$ cat src/logic/mch_pkg.sv
// shared constants, types and helpers for the multi-card sync hub and its controller
package mch_pkg;
  // hub geometry
  localparam int MCH_SLOTS    = 16;
  localparam int MCH_HUB_SLOT = 0;
  localparam int LINK_AW      = 16;
  localparam int LINK_DW      = 32;

  // hub register offsets on the link
  localparam logic [15:0] OFS_COMMAND_WORD    = 16'h0064;
  localparam logic [15:0] OFS_MEMBER_MASK     = 16'hC030;
  localparam logic [15:0] OFS_CARD_COUNT      = 16'hBF5E;
  localparam logic [15:0] OFS_SLOT_CARD_INDEX = 16'hBF68;
  localparam logic [15:0] OFS_HUB_STATUS      = 16'hC100;

  // command codes, one bit each, executed lowest bit first
  localparam int CMD_BITS = 7;
  localparam logic [6:0] CMD_FULL_RESET     = 7'h01;
  localparam logic [6:0] CMD_APPLY_CONFIG   = 7'h02;
  localparam logic [6:0] CMD_BEGIN_RUN      = 7'h04;
  localparam logic [6:0] CMD_ARM_TRIGGER    = 7'h08;
  localparam logic [6:0] CMD_FORCE_EVENT    = 7'h10;
  localparam logic [6:0] CMD_DISARM_TRIGGER = 7'h20;
  localparam logic [6:0] CMD_HALT_RUN       = 7'h40;
  localparam int CB_WAIT_READY = 14;

  // step numbers matching the command bit positions
  localparam logic [2:0] STEP_RESET  = 3'h0;
  localparam logic [2:0] STEP_APPLY  = 3'h1;
  localparam logic [2:0] STEP_START  = 3'h2;
  localparam logic [2:0] STEP_ARM    = 3'h3;
  localparam logic [2:0] STEP_FORCE  = 3'h4;
  localparam logic [2:0] STEP_DISARM = 3'h5;
  localparam logic [2:0] STEP_HALT   = 3'h6;

  // hub status word bits
  localparam int ST_RUN   = 0;
  localparam int ST_ARMED = 1;
  localparam int ST_DIRTY = 2;
  localparam int ST_ERROR = 3;
  localparam logic [31:0] IDX_NONE = 32'hFFFF_FFFF;

  // controller register byte addresses on APB
  localparam logic [31:0] HR_LINK_ADDR   = 32'h0000_0000;
  localparam logic [31:0] HR_LINK_WDATA  = 32'h0000_0004;
  localparam logic [31:0] HR_LINK_CTRL   = 32'h0000_0008;
  localparam logic [31:0] HR_LINK_STATUS = 32'h0000_000C;
  localparam logic [31:0] HR_LINK_RDATA  = 32'h0000_0010;
  localparam int HC_GO    = 0;
  localparam int HC_WRITE = 1;
  localparam int HS_BUSY  = 0;
  localparam int HS_ERROR = 1;

  typedef enum logic [1:0] {
    MCH_IDLE = 2'b00,
    MCH_EXEC = 2'b01,
    MCH_WAIT = 2'b10
  } mch_seq_e;

  // lowest pending command bit, which sets the execution order
  function automatic logic [2:0] mch_first_cmd(input logic [CMD_BITS-1:0] p);
    logic [2:0] f;
    f = 3'h0;
    for (int i = CMD_BITS - 1; i >= 0; i--) begin
      if (p[i]) begin
        f = 3'(i);
      end
    end
    return f;
  endfunction
endpackage

$ cat src/logic/mch_link_if.sv
// request/answer link between the hub controller and the sync hub
`timescale 1ns/1ps
interface mch_link_if;
  logic        req;
  logic        we;
  logic [15:0] addr;
  logic [31:0] wdata;
  logic        ack;
  logic        err;
  logic [31:0] rdata;

  modport hub (input req, input we, input addr, input wdata,
               output ack, output err, output rdata);
  modport ctl (output req, output we, output addr, output wdata,
               input ack, input err, input rdata);
endinterface

$ cat src/logic/mch_hub.sv
// sync hub: membership, trigger join, command check and ordered distribution
// Behaviour
// - mask bit n selects logical slot n
// - slot index reads back its own index
// - software checks card count before setup
// - unmasked cards excluded, run independently
// - software always masks the hub card
// - hub card is clock master for members
// - member triggers joined, no extra setup
// - each member keeps its own trigger settings
// - any member trigger event starts all
// - run commands checked, then sent in order
// - command word is write only, executes codes
// - code 1h resets card fully
// - code 2h applies config, no start
// - 4h starts, applies first, locks config
// - 8h arms, with start or later
// - 10h forces a trigger event
// - 20h disarms, later triggers ignored
// - 40h halts run, else no effect
// - other settings go straight to cards
// - wait ends when hub card is ready
//
// The APB register port was decided locally.
`timescale 1ns/1ps
module mch_hub #(
  parameter int N        = mch_pkg::MCH_SLOTS,
  parameter int HUB_SLOT = mch_pkg::MCH_HUB_SLOT
) (
  input  wire logic                           clk_in,
  input  wire logic                           arst_n_in,
  mch_link_if.hub                             link,
  input  wire logic [N-1:0]                   card_present_in,
  input  wire logic [N-1:0]                   card_trig_in,
  input  wire logic                           hub_card_ready_in,
  output logic      [N-1:0]                   member_sel_out,
  output logic      [mch_pkg::CMD_BITS-1:0]   member_cmd_out,
  output logic                                clk_master_out,
  output logic      [N-1:0]                   clk_follow_out,
  output logic                                group_trig_out
);
  import mch_pkg::*;

  localparam int SW = (N > 1) ? $clog2(N) : 1;
  localparam logic [N-1:0] HUB_BIT = {{(N-1){1'b0}}, 1'b1} << HUB_SLOT;

  function automatic logic [7:0] count_ones(input logic [N-1:0] v);
    logic [7:0] c;
    c = 8'h00;
    for (int i = 0; i < N; i++) begin
      c = c + 8'(v[i]);
    end
    return c;
  endfunction

  // pin synchronisers
  logic [N-1:0]          present_s1;
  logic [N-1:0]          present_s2;
  logic [N-1:0]          trig_s1;
  logic [N-1:0]          trig_s2;
  logic                  ready_s1;
  logic                  ready_s2;
  logic                  ready_s3;
  // hub state
  logic [N-1:0]          member_mask;
  logic                  run_active;
  logic                  trig_armed;
  logic                  cfg_dirty;
  logic                  cmd_error;
  logic                  wait_pend;
  logic                  force_now;
  logic [CMD_BITS-1:0]   pend;
  mch_seq_e              state;

  // decode of the link request
  wire                   take        = (state == MCH_IDLE) && link.req && !link.ack;
  wire                   hit_cmd     = (link.addr == OFS_COMMAND_WORD);
  wire                   hit_mask    = (link.addr == OFS_MEMBER_MASK);
  wire                   hit_count   = (link.addr == OFS_CARD_COUNT);
  wire                   hit_status  = (link.addr == OFS_HUB_STATUS);
  wire  [15:0]           slot_off    = link.addr - OFS_SLOT_CARD_INDEX;
  wire                   hit_idx     = (link.addr >= OFS_SLOT_CARD_INDEX) && (slot_off < 16'(N));
  wire  [SW-1:0]         slot        = slot_off[SW-1:0];
  wire                   ready_rise  = ready_s2 && !ready_s3;
  wire  [7:0]            card_count  = count_ones(present_s2);

  // a run needs the hub card and only present cards in the mask
  wire                   setup_ok    = member_mask[HUB_SLOT] &&
                                       ((member_mask & ~present_s2) == '0);
  wire  [CMD_BITS-1:0]   cmd_bits    = link.wdata[CMD_BITS-1:0];
  wire                   setup_bad   = !setup_ok && ((cmd_bits & ~CMD_FULL_RESET) != '0);
  // start applies stale settings first
  wire                   need_apply  = ((cmd_bits & CMD_BEGIN_RUN) != '0) && cfg_dirty;
  wire  [CMD_BITS-1:0]   next_pend   = setup_bad ? (cmd_bits & CMD_FULL_RESET) :
                                       (cmd_bits | (need_apply ? CMD_APPLY_CONFIG : '0));

  // sequencer step selection, lowest code first
  wire  [2:0]            step        = mch_first_cmd(pend);
  wire  [CMD_BITS-1:0]   step_code   = CMD_FULL_RESET << step;
  wire  [CMD_BITS-1:0]   rest        = pend & ~step_code;
  wire                   refused     = ((step == STEP_APPLY) && run_active) ||
                                       ((step == STEP_START) && run_active) ||
                                       ((step == STEP_HALT) && !run_active);

  // read data and access errors
  wire  [31:0]           status_word = {28'h0000000, cmd_error, cfg_dirty, trig_armed,
                                        run_active};
  wire  [31:0]           idx_word    = present_s2[slot] ? 32'(slot) : IDX_NONE;
  wire  [31:0]           read_data   = hit_count  ? 32'(card_count) :
                                       hit_mask   ? 32'(member_mask) :
                                       hit_status ? status_word :
                                       hit_idx    ? idx_word : '0;
  wire                   known       = hit_cmd | hit_mask | hit_count | hit_status | hit_idx;
  wire                   read_only   = hit_count | hit_status | hit_idx;
  wire                   acc_err     = !known || (link.we && read_only) ||
                                       (!link.we && hit_cmd) ||
                                       (link.we && hit_mask && run_active);

  // two flops on every pin before use
  always_ff @(posedge clk_in or negedge arst_n_in) begin
    if (!arst_n_in) begin
      present_s1 <= '0;
      present_s2 <= '0;
      trig_s1    <= '0;
      trig_s2    <= '0;
      ready_s1   <= 1'b0;
      ready_s2   <= 1'b0;
      ready_s3   <= 1'b0;
    end else begin
      present_s1 <= card_present_in;
      present_s2 <= present_s1;
      trig_s1    <= card_trig_in;
      trig_s2    <= trig_s1;
      ready_s1   <= hub_card_ready_in;
      ready_s2   <= ready_s1;
      ready_s3   <= ready_s2;
    end
  end

  // link answers and the command sequencer
  always_ff @(posedge clk_in or negedge arst_n_in) begin
    if (!arst_n_in) begin
      link.ack       <= 1'b0;
      link.err       <= 1'b0;
      link.rdata     <= '0;
      member_mask    <= '0;
      run_active     <= 1'b0;
      trig_armed     <= 1'b0;
      cfg_dirty      <= 1'b1;
      cmd_error      <= 1'b0;
      wait_pend      <= 1'b0;
      force_now      <= 1'b0;
      pend           <= '0;
      member_cmd_out <= '0;
      state          <= MCH_IDLE;
    end else begin
      link.ack       <= 1'b0;
      member_cmd_out <= '0;
      force_now      <= 1'b0;
      // the hub card reaching ready ends the run
      if (ready_rise) begin
        run_active <= 1'b0;
      end
      unique case (state)
        MCH_IDLE: begin
          if (take && hit_cmd && link.we) begin
            pend      <= next_pend;
            wait_pend <= link.wdata[CB_WAIT_READY];
            cmd_error <= setup_bad;
            state     <= MCH_EXEC;
          end else if (take) begin
            link.ack   <= 1'b1;
            link.err   <= acc_err;
            link.rdata <= link.we ? '0 : read_data;
            if (link.we && hit_mask && !run_active) begin
              member_mask <= link.wdata[N-1:0];
              cfg_dirty   <= 1'b1;
            end
          end
        end
        MCH_EXEC: begin
          if (pend == '0) begin
            if (wait_pend && run_active) begin
              state <= MCH_WAIT;
            end else begin
              link.ack   <= 1'b1;
              link.err   <= cmd_error;
              link.rdata <= '0;
              state      <= MCH_IDLE;
            end
          end else begin
            pend <= rest;
            if (!refused) begin
              member_cmd_out <= step_code;
            end
            unique case (step)
              STEP_RESET: begin
                run_active <= 1'b0;
                trig_armed <= 1'b0;
                cfg_dirty  <= 1'b1;
              end
              STEP_APPLY: begin
                if (run_active) begin
                  cmd_error <= 1'b1;
                end else begin
                  cfg_dirty <= 1'b0;
                end
              end
              STEP_START: begin
                if (!run_active) begin
                  run_active <= 1'b1;
                  cfg_dirty  <= 1'b0;
                end
              end
              STEP_ARM: begin
                trig_armed <= 1'b1;
              end
              STEP_FORCE: begin
                force_now <= run_active;
              end
              STEP_DISARM: begin
                trig_armed <= 1'b0;
              end
              STEP_HALT: begin
                run_active <= 1'b0;
              end
              default: begin
                pend <= '0;
              end
            endcase
          end
        end
        MCH_WAIT: begin
          // only the hub card is watched, other members may lag
          if (ready_rise || !run_active) begin
            link.ack   <= 1'b1;
            link.err   <= cmd_error;
            link.rdata <= '0;
            state      <= MCH_IDLE;
          end
        end
        default: begin
          state <= MCH_IDLE;
        end
      endcase
    end
  end

  // group trigger, clock roles and member selection
  always_ff @(posedge clk_in or negedge arst_n_in) begin
    if (!arst_n_in) begin
      group_trig_out <= 1'b0;
      clk_master_out <= 1'b0;
      clk_follow_out <= '0;
      member_sel_out <= '0;
    end else begin
      // masked member events are ORed and pass only while running and armed, each card keeps its own setup
      group_trig_out <= run_active &&
                        (force_now || (trig_armed && |(trig_s2 & member_mask)));
      clk_master_out <= member_mask[HUB_SLOT];
      clk_follow_out <= member_mask & ~HUB_BIT;
      member_sel_out <= member_mask;
    end
  end
endmodule

$ cat src/flat_wrapper.sv
// flat-port wrapper written by rule: the top's interface ports become plain ports
module mch_hub_flat import mch_pkg::*;
#(
  parameter int N        = mch_pkg::MCH_SLOTS,
  parameter int HUB_SLOT = mch_pkg::MCH_HUB_SLOT
)
  (clk_in, arst_n_in, card_present_in, card_trig_in, hub_card_ready_in, member_sel_out, member_cmd_out, clk_master_out, clk_follow_out, group_trig_out, link_req, link_we, link_addr, link_wdata, link_ack, link_err, link_rdata);
  mch_link_if link_i ();
  input  wire logic clk_in;
  input  wire logic arst_n_in;
  input  wire logic [N-1:0] card_present_in;
  input  wire logic [N-1:0] card_trig_in;
  input  wire logic hub_card_ready_in;
  output logic      [N-1:0] member_sel_out;
  output logic      [mch_pkg::CMD_BITS-1:0] member_cmd_out;
  output logic clk_master_out;
  output logic      [N-1:0] clk_follow_out;
  output logic group_trig_out;
  input wire logic [$bits(link_i.req)-1:0] link_req;
  input wire logic [$bits(link_i.we)-1:0] link_we;
  input wire logic [$bits(link_i.addr)-1:0] link_addr;
  input wire logic [$bits(link_i.wdata)-1:0] link_wdata;
  output wire logic [$bits(link_i.ack)-1:0] link_ack;
  output wire logic [$bits(link_i.err)-1:0] link_err;
  output wire logic [$bits(link_i.rdata)-1:0] link_rdata;
  assign link_i.req = link_req;
  assign link_i.we = link_we;
  assign link_i.addr = link_addr;
  assign link_i.wdata = link_wdata;
  assign link_ack = link_i.ack;
  assign link_err = link_i.err;
  assign link_rdata = link_i.rdata;
  mch_hub #(.N(N), .HUB_SLOT(HUB_SLOT)) u_core (.clk_in(clk_in), .arst_n_in(arst_n_in), .link(link_i), .card_present_in(card_present_in), .card_trig_in(card_trig_in), .hub_card_ready_in(hub_card_ready_in), .member_sel_out(member_sel_out), .member_cmd_out(member_cmd_out), .clk_master_out(clk_master_out), .clk_follow_out(clk_follow_out), .group_trig_out(group_trig_out));
endmodule
$ cat config.mk
export PLATFORM = sky130hd
export DESIGN_NAME = mch_hub_flat
export DESIGN_NICKNAME = d
export VERILOG_FILES = /design/src/logic/mch_pkg.sv /design/src/logic/mch_link_if.sv /design/src/logic/mch_hub.sv /design/src/flat_wrapper.sv
export SDC_FILE = /design/constraint.sdc
export NUM_CORES = 1
export LEC_CHECK = 0
export BUFFER_PORTS_ARGS = -buffer_cell sky130_fd_sc_hd__clkbuf_2
export CAP_MARGIN = 20
export CORE_MARGIN = 2
export CORE_UTILIZATION = 57
export DETAILED_ROUTE_END_ITERATION = 7
export GPL_TIMING_DRIVEN = 0
export PLACE_DENSITY = 0.85
export SYNTH_ARGS = -nofsm -noshare
export SYNTH_HDL_FRONTEND = slang
export SYNTH_SLANG_ARGS = --single-unit
export TNS_END_PERCENT = 10
$ cat constraint.sdc
create_clock -name clk_in -period 7.95 [get_ports clk_in]
set_clock_uncertainty 0.2 [all_clocks]
set_input_delay 0.795 -clock clk_in [delete_from_list [all_inputs] [get_ports clk_in]]
set_output_delay 0.795 -clock clk_in [all_outputs]
set_load 0.03 [all_outputs]
# After elaboration in Yosys (flattened, before gate mapping)
# Cells that the tools add are included.
# word_totals
regBits	172
# classes
addsub	16
order_cmp	3
n_eq_ne	24
shifts	1
mux	68
n_bitwise	14
reduce_logical	54
# ops
cell	n
32-bit two-way mux	11
8-bit by 1-bit adder with 8-bit output	14
32-bit case mux with 3 select lines	1
7-bit two-way mux	7
16-bit == test, second input constant	3
16-bit AND	2
1-bit two-way mux	27
3-bit two-way mux	7
1-bit logical AND	20
16-bit by 7-bit == test with 1-bit output, second input constant	1
16-bit greater-or-equal comparator, second input constant	1
16-bit logical NOT	1
16-bit by 5-bit < comparator with 1-bit output, second input constant	1
16-bit inverter	1
16-bit OR reduction	1
16-bit subtractor, second input constant	1
7-bit case mux with 2 select lines	1
2-bit two-way mux	5
2-bit by 1-bit != test with 1-bit output, second input constant	5
2-bit != test, second input constant	5
1-bit case mux with 2 select lines	5
3-bit == test, second input constant	3
3-bit AND reduction	3
7-bit AND	1
30 further kinds	53

# Longest topological paths before layout
# Gate-level depths: netlist (run 1).
# depth
word_depth	20
depth_mapped	15
ltp_nobuf	15

# Worst setup path after synthesis (run 1)
# OpenSTA, ideal clock, no wires.
# synth_timing
path_kind	register to register
start	register u_core.present_s2[0]
end	register u_core.link.rdata[4]
arrival_ps	4002
required_ps	7655
slack_ps	3653
stages_incl_launch_ff	14
synth_period_minus_slack_ps	4297
cell_sequence	dfrtp_1 ha_1 inv_1 fa_1 fa_1 fa_1 fa_1 fa_1 fa_1 nor2b_1 o21ai_0 and2_1 o31a_1 o31ai_1
# synth_between
elab_chain_cells	20
word_cells_on_any_way	26
classes_between	15 x add/sub; 11 x mux
# synth_lines
item	line_no	text
from (decl)	mch_hub.sv:58	logic [N-1:0] present_s2;
from (signal assigned)	mch_hub.sv:131	present_s2 <= present_s1;
1-bit by 1-bit adder with 2-bit output	mch_hub.sv:51	c = c + 8'(v[i]);
8-bit by 1-bit adder with 8-bit output (14 in series)	mch_hub.sv:51	
32-bit two-way mux (*)	mch_hub.sv:109	wire [31:0] read_data = hit_count ? 32'(card_count) :
32-bit two-way mux (*)	mch_hub.sv:174	link.rdata <= link.we ? '0 : read_data;
32-bit two-way mux (*)	mch_hub.sv:171	end else if (take) begin
32-bit two-way mux (*)	mch_hub.sv:166	if (take && hit_cmd && link.we) begin
32-bit case mux with 3 select lines (*)	mch_hub.sv:164	unique case (state)
to (signal assigned)	mch_hub.sv:174	
to (decl)	mch_link_if.sv:13	output ack, output err, output rdata);
# Mark *: on every way between the ends. The rest lies on a longest branch, timed or not. The select of a mux whose other input is x is not followed.
# A chain may end at the register's enable or synchronous reset.

# Worst setup path after layout (run 1)
# Same ends and word-level chain as after synthesis.

==> impl_metrics.env, run 1 <==
export IMPL_final_setup_tns_ns=0
export IMPL_core_um2=10700
export IMPL_grt_pass1_vias=4618
export IMPL_cap_violations=0
export IMPL_row_count=38
export IMPL_dr_pass1_iters=5
export IMPL_hold_depth=0
export IMPL_post_route_min_period_ns=4.58
export IMPL_p_int_w=0.00127
export IMPL_grt_pass1_wl_um=23500
export IMPL_p_sw_w=0.000419
export IMPL_r2r_cells=13
export IMPL_synth_top_family_by_area="compound AO/OA/AOI/OAI gates"
export IMPL_cts_buffer_depth=2
export IMPL_seq_power_share_pct=44.1
export IMPL_grt_max_degree=122
export IMPL_p_per_area_nw_per_um2=218
export IMPL_drcViolationCount=0
export IMPL_gp_congestion=0.917
export IMPL_r2r_start="u_core.present_s2[0]$_DFF_PN0_"
export IMPL_synth_top_area_share_pct=56.1
export IMPL_multi_input_area_um2=2250
export IMPL_antennaDiodeCount=0
export IMPL_post_route_period_util_pct=57.6
export IMPL_port_buffers=136
export IMPL_r2r_slack_ns=3.37
export IMPL_root_buffer="clkbuf_8"
export IMPL_wl_um=15100
export IMPL_regArea_um2=3530
export IMPL_vias=4690
export IMPL_rsz0062_at_grt="false"
export IMPL_nNetsFinal=780
export IMPL_num_io_pins=160
export IMPL_cp_max_fo=3
export IMPL_numCtsBuffers=17
export IMPL_drt_iter0_drc=416
export IMPL_syn_nets=622
export IMPL_syn_instance_count=516
export IMPL_pwr_share_comb_pct=10.4
export IMPL_die_h_um=109
export IMPL_worst_pin_slew_ns=0.799
export IMPL_ys_warn_count=0
export IMPL_path_class="reg2reg"
export IMPL_initial_core_util_pct=58.1
export IMPL_cts_num_sinks=141
export IMPL_p_clk_share_pct=45.4
export IMPL_finalPower_w=0.00169
export IMPL_synthAdderAreaFrac_pct=5.41
export IMPL_cp_required_ns=8.17
export IMPL_drv_slew=0
export IMPL_cp_data_arrival_time_ns=4.80
export IMPL_min_path_type="reg2reg"
export IMPL_htree_levels=4
export IMPL_die_area_um2=11800
export IMPL_timing_rr_end="u_core.link.rdata[4]$_DFFE_PN0P_"
export IMPL_synth_cell_area_um2=6250
export IMPL_relSlewSlack_pct=46.3
export IMPL_globalRouteTotalUtil_pct=26.6
export IMPL_yosysTopAreaCell="dfrtp_1"
export IMPL_setup_slack_ns=3.37
export IMPL_synth_xor_area_share_pct=1.26
export IMPL_overflow=0
export IMPL_startpoint_type="flop"
export IMPL_leakage_nw=3.90
export IMPL_hpwl_um=10800
export IMPL_yosys_area_share_simple_pct=11.6
export IMPL_cts_resized=0
export IMPL_hold_viol=0
export IMPL_path_clk_slew_ns=0.06
export IMPL_synthArstFlopShare_pct=100
export IMPL_syn_area_per_cell_um2=12.1
export IMPL_antenna_found_initial=0
export IMPL_synth_compound_area_share_pct=12.3
export IMPL_cp_end_kind="flop"
export IMPL_crit_start="u_core.present_s2[0]$_DFF_PN0_"
export IMPL_status="complete, no violations"
export IMPL_ys_types=64
export IMPL_die_x_um=109
export IMPL_synth_main_ff_cell="dfrtp_1"
export IMPL_finalSetupViolCount=0
export IMPL_postRouteAntennaNets=0
export IMPL_synthTopCellsByArea="dfrtp_1 (56%), buf_4 (3.8%), mux2_2 (3.4%)"
export IMPL_ys_ff_latch=141
export IMPL_fillCellCount=780
export IMPL_dp_slack_ns=3.39
export IMPL_avgViaCountPerCell=5.67
export IMPL_insertion_delay_ns=0.51
export IMPL_cts_tree="done"
export IMPL_area_growth_pct=23.8
export IMPL_synth_edf_count=0
export IMPL_synth_area_mux_share_pct=5.35
export IMPL_p_sw_share_pct=24.9
export IMPL_fmax_ghz=0.218
export IMPL_routedWlPerCell_um=18.2
export IMPL_yosysSeqAreaShare_pct=56.5
export IMPL_critPathCapture="u_core.link.rdata[4]$_DFFE_PN0P_"
export IMPL_drive_above_1_share_pct=34.9
export IMPL_ir_drop_uv=199
[metrics by stage]
step | utilization (%) | hold slack (ns) | area [um^2] | std cells
finish | 71.9 | 0.145 | 7730 | 827
global route | 71.9 | 0.152 | 7730 | 827
CTS | 71.9 | 0.146 | 7730 | 827
detailed placement | 66.5 | 0.135 | 7150 | 794
global placement | 66.1 | 0.132 | 7100 | 792
floorplan | - | 0.131 | 6250 | 516
[power by group through the flow]
stage          combinational [W]  sequential, W  clock, W
4_1_cts                 0.000175       0.000744  0.000777
6_report                0.000176       0.000744  0.000766
3_3_place_gp            0.000163       0.000755         0
5_1_grt                 0.000197       0.000745  0.000812
3_5_place_dp            0.000173       0.000756         0
2_1_floorplan           0.000105       0.000755         0
[state kept, by name, indices dropped and copies added, names as in the netlist, 2 cells and up]
| register | flops |
|---|---|
| u_core.trig_s1 | 16 |
| u_core.member_mask | 16 |
| u_core.pend | 7 |
| u_core.member_sel_out | 16 |
| u_core.trig_s2 | 16 |
| u_core.member_cmd_out | 7 |
| u_core.present_s1 | 16 |
| u_core.state | 2 |
| u_core.present_s2 | 16 |
| u_core.link.rdata | 17 |
[worst min-delay path by stage]
stage                                    from                             end
2_1_floorplan  u_core.present_s1[0]$_DFF_PN0_  u_core.present_s2[0]$_DFF_PN0_
3_3_place_gp      u_core.trig_s1[2]$_DFF_PN0_     u_core.trig_s2[2]$_DFF_PN0_
3_5_place_dp      u_core.trig_s1[7]$_DFF_PN0_     u_core.trig_s2[7]$_DFF_PN0_
4_1_cts        u_core.present_s1[9]$_DFF_PN0_  u_core.present_s2[9]$_DFF_PN0_
5_1_grt        u_core.present_s1[6]$_DFF_PN0_  u_core.present_s2[6]$_DFF_PN0_
6_report          u_core.trig_s1[0]$_DFF_PN0_     u_core.trig_s2[0]$_DFF_PN0_
[kinds of logic (layout without fill, tap and decap cells)]
| family | Yosys count | count (layout) |
|---|---|---|
| AOI/OAI and AO/OA | 107 | 107 |
| xor gates and xnor gates | 9 | 9 |
| adders and majority gates | 21 | 21 |
| buffers and inverters | 89 | 260 |
| DFF | 141 | 141 |
| muxes | 26 | 26 |
| other | 1 | 1 |
| and+or+nand+nor | 122 | 122 |
[metal layers]
metal / share of wire, % / GRT usage (%) / up-vias / wire length [um]
met5: 0 / 0 / - / 0
met4: 2.6 / 9.52 / 0 / 388
met3: 8.0 / 6.22 / 28 / 1210
met2: 49 / 44.0 / 237 / 7360
met1: 41 / 34.8 / 2289 / 6130
li1: - / - / 2136 / -
[synth_stat cells, drive strengths merged (3+ instances only)]
library cell,count
nor2b,3
nor4b,4
or3,5
nor2,18
dfrtp,140
nor3,9
and2,3
mux2i,3
xor2,6
fa,10
xnor2,3
nor4,9
a22o,11
buf,36
or2,3
nand2b,17
ha,11
clkbuf,17
nand2,17
a32oi,12
o31ai,3
a21oi,19
a221o,4
nand3,10
and3,7
mux4,4
a21o,7
nand4,6
a221oi,9
mux2,19
o21ai,22
inv,36
[area by class of cell]
class	count	share of cell area, %
Buffer	53	4.27
Clock buffer	19	5.45
Clock inverter	13	1.99
Inverter	36	1.75
Multi-Input combinational cell	286	29.1
Sequential cell	141	45.7
Tap cell	140	2.27
Timing Repair Buffer	139	9.50
[worst max-delay path, stage by stage (launching register included)]
cell	delay, ns
dfrtp_1	0.42
ha_1	0.31
inv_1	0.07
fa_1	0.44
fa_1	0.49
fa_1	0.54
fa_1	0.43
fa_1	0.43
fa_1	0.43
nor2b_1	0.12
o21ai_0	0.10
and2_1	0.19
o31a_1	0.28
o31ai_1	0.06
[placed cells by master (no fill, tap or decap), types with 16 or more instances in the layout]
cell	count
buf_4	33
nor2_1	18
nand2_1	17
clkbuf_2	135
o21ai_0	19
nand2b_1	17
a21oi_1	19
inv_1	36
clkbuf_1	19
clkbuf_16	16
dfrtp_1	140
mux2_2	19
[repair_timing]
action / CTS / global route
hold endpoints to repair: 20 / 0
hold buffers: 1 / 0
buffers inserted: 0 / 0
Note: power is estimated with default switching activity, not from simulation.
==> run 2: changes to the inputs <==
Settings changed: CORE_UTILIZATION 57 to 48, PLACE_DENSITY 0.85 to 0.76.
Clock period 7.95 ns to 4 ns, I/O delays scaled along.
==> run 2 against run 1 <==
The flow now finishes with violations (negative setup slack). Routed wire length grew 5.1%. Die area grew 18%. Combinational power grew 120%. Hold slack lost 0.13 ns. Sequential power grew 99%. Register-to-register slack lost 3.7 ns. Largest power group unchanged. Highest routed layer unchanged.
==> impl_metrics.env, run 2 (synthesized netlist as in run 1, its figures left out) <==
export IMPL_drt_iter0_drc=374
export IMPL_multi_input_area_um2=2270
export IMPL_ir_drop_uv=317
export IMPL_die_area_um2=13900
export IMPL_avgViaCountPerCell=5.33
export IMPL_antennaDiodeCount=0
export IMPL_drive_above_1_share_pct=34.5
export IMPL_hpwl_um=11200
export IMPL_crit_buf_inv=1
export IMPL_globalRouteTotalUtil_pct=23.5
export IMPL_fillCellCount=1005
export IMPL_finalPower_w=0.00346
export IMPL_vias=4758
export IMPL_violations="negative setup slack"
export IMPL_relSlewSlack_pct=45.5
export IMPL_area_growth_pct=30.7
export IMPL_fmax_ghz=0.230
export IMPL_num_io_pins=160
export IMPL_crit_top_cell="fa_1"
export IMPL_cts_buffer_depth=2
export IMPL_numCtsBuffers=17
export IMPL_initial_core_util_pct=49.3
export IMPL_grt_pass1_vias=4912
export IMPL_overflow=0
export IMPL_finalSetupViolCount=4
export IMPL_crit_family="adder cells"
export IMPL_cap_violations=0
export IMPL_dr_pass1_iters=5
export IMPL_post_route_period_util_pct=109
export IMPL_grt_pass1_wl_um=25500
export IMPL_whs_ns=0.0201
export IMPL_core_um2=12700
export IMPL_grt_max_degree=114
export IMPL_seq_power_share_pct=42.7
export IMPL_rsz0062_at_grt="true"
export IMPL_p_sw_w=0.000833
export IMPL_port_buffers=136
export IMPL_antenna_found_initial=0
export IMPL_cts_tree="done"
export IMPL_cp_max_fo=3
export IMPL_gp_congestion=0.910
export IMPL_p_clk_share_pct=46.2
export IMPL_insertion_delay_ns=0.41
export IMPL_leakage_nw=4.07
export IMPL_p_sw_share_pct=24.1
export IMPL_final_common_cell="dfrtp_1"
export IMPL_drv_slew=0
export IMPL_postRouteAntennaNets=0
export IMPL_cp_end_kind="flop"
export IMPL_slowest_stage="fa_1"
export IMPL_drcViolationCount=0
export IMPL_die_h_um=118
export IMPL_utilization_pct=64.4
export IMPL_row_count=41
export IMPL_hold_viol=0
export IMPL_post_route_min_period_ns=4.36
export IMPL_nNetsFinal=814
export IMPL_cpPeakStageDelay_ns=0.53
export IMPL_largest_register="u_core.link.rdata"
export IMPL_die_x_um=118
export IMPL_cts_num_sinks=141
export IMPL_setup_slack_ns=-0.356
export IMPL_min_path_type="in2reg"
export IMPL_regArea_um2=3530
export IMPL_startpoint_type="flop"
export IMPL_htree_levels=4
export IMPL_pwr_share_comb_pct=11.1
export IMPL_worst_pin_slew_ns=0.812
export IMPL_status="finished with violations"
export IMPL_cp_required_ns=4.12
export IMPL_routedWlPerCell_um=17.8
export IMPL_cp_data_arrival_time_ns=4.47
export IMPL_root_buffer="clkbuf_16"
export IMPL_path_clk_slew_ns=0.06
export IMPL_path_class="reg2reg"
export IMPL_p_int_w=0.00262
export IMPL_crit_chain="ha_1, inv_1, fa_1, fa_1, fa_1, fa_1, fa_2, fa_2, nor2b_2, o21ai_1, and2_4, o31a_1, o31ai_1"
export IMPL_largest_reg_flops=17
export IMPL_wl_um=15900
export IMPL_mostFrequentLayoutCells="dfrtp_1 (140), clkbuf_2 (135), inv_1 (36)"
export IMPL_p_per_area_nw_per_um2=424
## run 2: what timing repair did
item	4_1_cts	5_1_grt
pin swaps	3	2
hold buffers	34	0
gates cloned	0	0
hold endpoints to repair	61	0
gates resized for setup	1	4
endpoints found under the setup margin	4	4
setup buffers	1	0
## run 2: per-stage QoR
stage / cell area, um^2 / cells / setup WS [ns] / setup TNS [ns]
floorplan: 6250 / 516 / -0.171 / -0.260
global placement: 7150 / 824 / -0.324 / -0.609
detailed placement: 7190 / 826 / -0.375 / -0.789
CTS: 8150 / 893 / -0.379 / -0.788
global route: 8160 / 893 / -0.523 / -1.25
finish: 8160 / 893 / -0.356 / -0.689
## run 2: layout make-up
type                    count  share of cell area, %
plain buffers              53                   4.05
clock buffers              20                   5.72
clock inverters            12                   1.79
inverters                  36                   1.66
multi-input cells         286                   27.8
flip-flops and latches    141                   43.2
well taps                 172                   2.64
repair buffers            173                   13.1
## run 2: path summary, 6_finish.rpt
check,slack [ns],from,cells after the start,end
max in group asynchronous,2.57,arst_n_in,3,u_core.link.rdata[8]$_DFFE_PN0P_
hold / removal,0.02,link_wdata[9],2,u_core.member_mask[9]$_DFFE_PN0P_
min in group asynchronous,0.23,arst_n_in,2,u_core.group_trig_out$_DFF_PN0_
hold reg to reg,0.15,u_core.present_s1[14]$_DFF_PN0_,0,u_core.present_s2[14]$_DFF_PN0_
setup reg to reg,-0.36,u_core.present_s2[1]$_DFF_PN0_,13,u_core.link.rdata[4]$_DFFE_PN0P_
setup / recovery,-0.36,u_core.present_s2[1]$_DFF_PN0_,13,u_core.link.rdata[4]$_DFFE_PN0P_
## run 2: power groups by stage
stage / Sequential (W) / Combinational, W / Clock [W]
floorplan: 0.00150 / 0.000214 / 0
global placement: 0.00150 / 0.000326 / 0
detailed placement: 0.00150 / 0.000348 / 0
CTS: 0.00148 / 0.000375 / 0.00162
global route: 0.00148 / 0.000436 / 0.00169
finish: 0.00148 / 0.000385 / 0.00160
## run 2: metal layers
| metal | vias up | GRT usage (%) | share of wire [%] | wire [um] |
|---|---|---|---|---|
| met1 | 2350 | 30.1 | 42 | 6730 |
| met4 | 0 | 9.19 | 2.2 | 353 |
| met3 | 28 | 5.09 | 5.1 | 811 |
| li1 | 2203 | - | - | - |
| met5 | - | 0 | 0 | 0 |
| met2 | 177 | 39.1 | 50 | 7960 |
==> run 3: changes to the inputs <==
Settings changed: CORE_UTILIZATION 48 to 53, PLACE_DENSITY 0.76 to 0.8.
Clock period 4 ns to 4.2 ns, I/O delays scaled along.
==> run 3 against run 2 <==
The run still ends with negative setup slack left. Register-to-register slack improved by 0.15 ns. Cell count down 3.4%. Setup slack improved by 0.15 ns. Non-clock buffer count shrank 1. Critical path depth stayed put. Maximum frequency shrank 1.2%. Clock power down 7%. Final area down 0.67%. Highest routed layer unchanged.
==> impl_metrics.env, run 3 (synthesized netlist as in run 1, its figures left out) <==
export IMPL_status="finished with violations"
export IMPL_violations="negative setup slack"
export IMPL_final_common_cell="dfrtp_1"
export IMPL_leakage_nw=4.06
export IMPL_hold_depth=2
export IMPL_p_per_area_nw_per_um2=403
export IMPL_cp_required_ns=4.33
export IMPL_gp_congestion=0.921
export IMPL_largest_reg_flops=17
export IMPL_nNetsFinal=813
export IMPL_cp_data_arrival_time_ns=4.53
export IMPL_cap_violations=0
export IMPL_row_count=39
export IMPL_vias=4819
export IMPL_insertion_delay_ns=0.42
export IMPL_crit_family="adder cells"
export IMPL_largest_register="u_core.link.rdata"
export IMPL_crit_top_cell="fa_1"
export IMPL_overflow=0
export IMPL_num_io_pins=160
export IMPL_antenna_found_initial=0
export IMPL_timing_rr_end="u_core.link.rdata[4]$_DFFE_PN0P_"
export IMPL_r2r_slack_ns=-0.21
export IMPL_htree_levels=4
export IMPL_grt_pass1_wl_um=25800
export IMPL_root_buffer="clkbuf_16"
export IMPL_die_area_um2=12700
export IMPL_grt_max_degree=124
export IMPL_drt_iter0_drc=407
export IMPL_postRouteAntennaNets=0
export IMPL_critPathCapture="u_core.link.rdata[4]$_DFFE_PN0P_"
export IMPL_r2r_start="u_core.present_s2[1]$_DFF_PN0_"
export IMPL_min_path_type="in2reg"
export IMPL_mostFrequentLayoutCells="dfrtp_1 (140), clkbuf_2 (135), inv_1 (36)"
export IMPL_drcViolationCount=0
export IMPL_cts_buffer_depth=2
export IMPL_antennaDiodeCount=0
export IMPL_startpoint_type="flop"
export IMPL_crit_buf_inv=1
export IMPL_grt_pass1_vias=4842
export IMPL_cp_max_fo=3
export IMPL_post_route_period_util_pct=105
export IMPL_cp_end_kind="flop"
export IMPL_r2r_cells=13
export IMPL_drv_slew=0
export IMPL_initial_core_util_pct=54.5
export IMPL_finalSetupViolCount=2
export IMPL_utilization_pct=70.7
export IMPL_die_h_um=113
export IMPL_dr_pass1_iters=5
export IMPL_crit_start="u_core.present_s2[1]$_DFF_PN0_"
export IMPL_hpwl_um=11100
export IMPL_worst_pin_slew_ns=0.810
export IMPL_crit_chain="ha_1, inv_1, fa_1, fa_1, fa_1, fa_1, fa_2, fa_2, nor2b_1, o21ai_1, and2_4, o31a_1, o31ai_2"
export IMPL_cp_depth=13
export IMPL_slowest_stage="fa_1"
export IMPL_cpPeakStageDelay_ns=0.53
export IMPL_avgViaCountPerCell=5.58
export IMPL_hold_viol=0
export IMPL_ir_drop_uv=318
export IMPL_die_x_um=113
export IMPL_post_route_min_period_ns=4.41
export IMPL_cts_tree="done"
export IMPL_relSlewSlack_pct=45.8
export IMPL_area_growth_pct=29.8
export IMPL_wl_um=16100
export IMPL_rsz0062_at_grt="true"
export IMPL_numCtsBuffers=17
export IMPL_fmax_ghz=0.227
export IMPL_finalPower_w=0.00327
export IMPL_min_from="link_wdata[8]"
export IMPL_drive_above_1_share_pct=34.3
export IMPL_cts_num_sinks=141
export IMPL_path_clk_slew_ns=0.06
export IMPL_setup_slack_ns=-0.207
export IMPL_globalRouteTotalUtil_pct=26.4
export IMPL_path_class="reg2reg"
export IMPL_routedWlPerCell_um=18.7
export IMPL_core_um2=11500
export IMPL_port_buffers=136
-- run 3: final cells by class --
type	count	area, um^2
multi-input combinational	286	2270
inverter	36	135
clock buffer	17	425
tap	143	179
sequential	141	3530
fill	786	3360
clock inverter	15	178
timing repair buffer	172	1060
buffer	53	330
-- run 3: repair_timing --
item,CTS,global route
setup endpoints to repair,2,4
endpoints found under the hold margin,51,0
pin swaps,0,3
setup buffers,0,0
hold buffers,34,0
gates resized for setup,1,3
-- run 3: worst min path at each step --
| stage | endpoint | slack [ns] |
|---|---|---|
| global route | u_core.member_mask[7]$_DFFE_PN0P_ | 0.03 |
| floorplan | u_core.cmd_error$_DFFE_PN0P_ | -0.08 |
| CTS | u_core.member_mask[8]$_DFFE_PN0P_ | 0.02 |
| detailed placement | u_core.pend[3]$_DFFE_PN0P_ | 0.09 |
| global placement | u_core.trig_s2[9]$_DFF_PN0_ | 0.13 |
| finish | u_core.member_mask[8]$_DFFE_PN0P_ | 0.03 |
-- run 3: through the flow --
step | hold WS [ns] | std cells | TNS [ns] | area, um^2 | worst slack [ns]
2_1_floorplan | -0.0756 | 516 | 0 | 6250 | 0.0288
3_3_place_gp | 0.132 | 795 | -0.149 | 7110 | -0.148
3_5_place_dp | 0.0935 | 797 | -0.252 | 7150 | -0.210
4_1_cts | 0.0221 | 863 | -0.236 | 8100 | -0.192
5_1_grt | 0.0327 | 863 | -0.536 | 8110 | -0.358
6_report | 0.0317 | 863 | -0.259 | 8110 | -0.207
-- run 3: power breakdown --
| part | internal [W] | leakage [nW] | switching (W) |
|---|---|---|---|
| Combinational | 0.000169 | 1.96 | 0.000202 |
| Sequential | 0.00139 | 1.81 | 0.0000150 |
| Clock | 0.000849 | 0.293 | 0.000641 |
| Total | 0.00241 | 4.06 | 0.000857 |
-- run 3: per-layer routing --
layer | global-route usage [%] | up-vias | share of wire (%)
met4 | 7.24 | 0 | 1.2
met5 | 0 | - | 0
met1 | 34.5 | 2386 | 40
met3 | 5.45 | 14 | 6.1
met2 | 45.2 | 215 | 52
li1 | - | 2204 | -
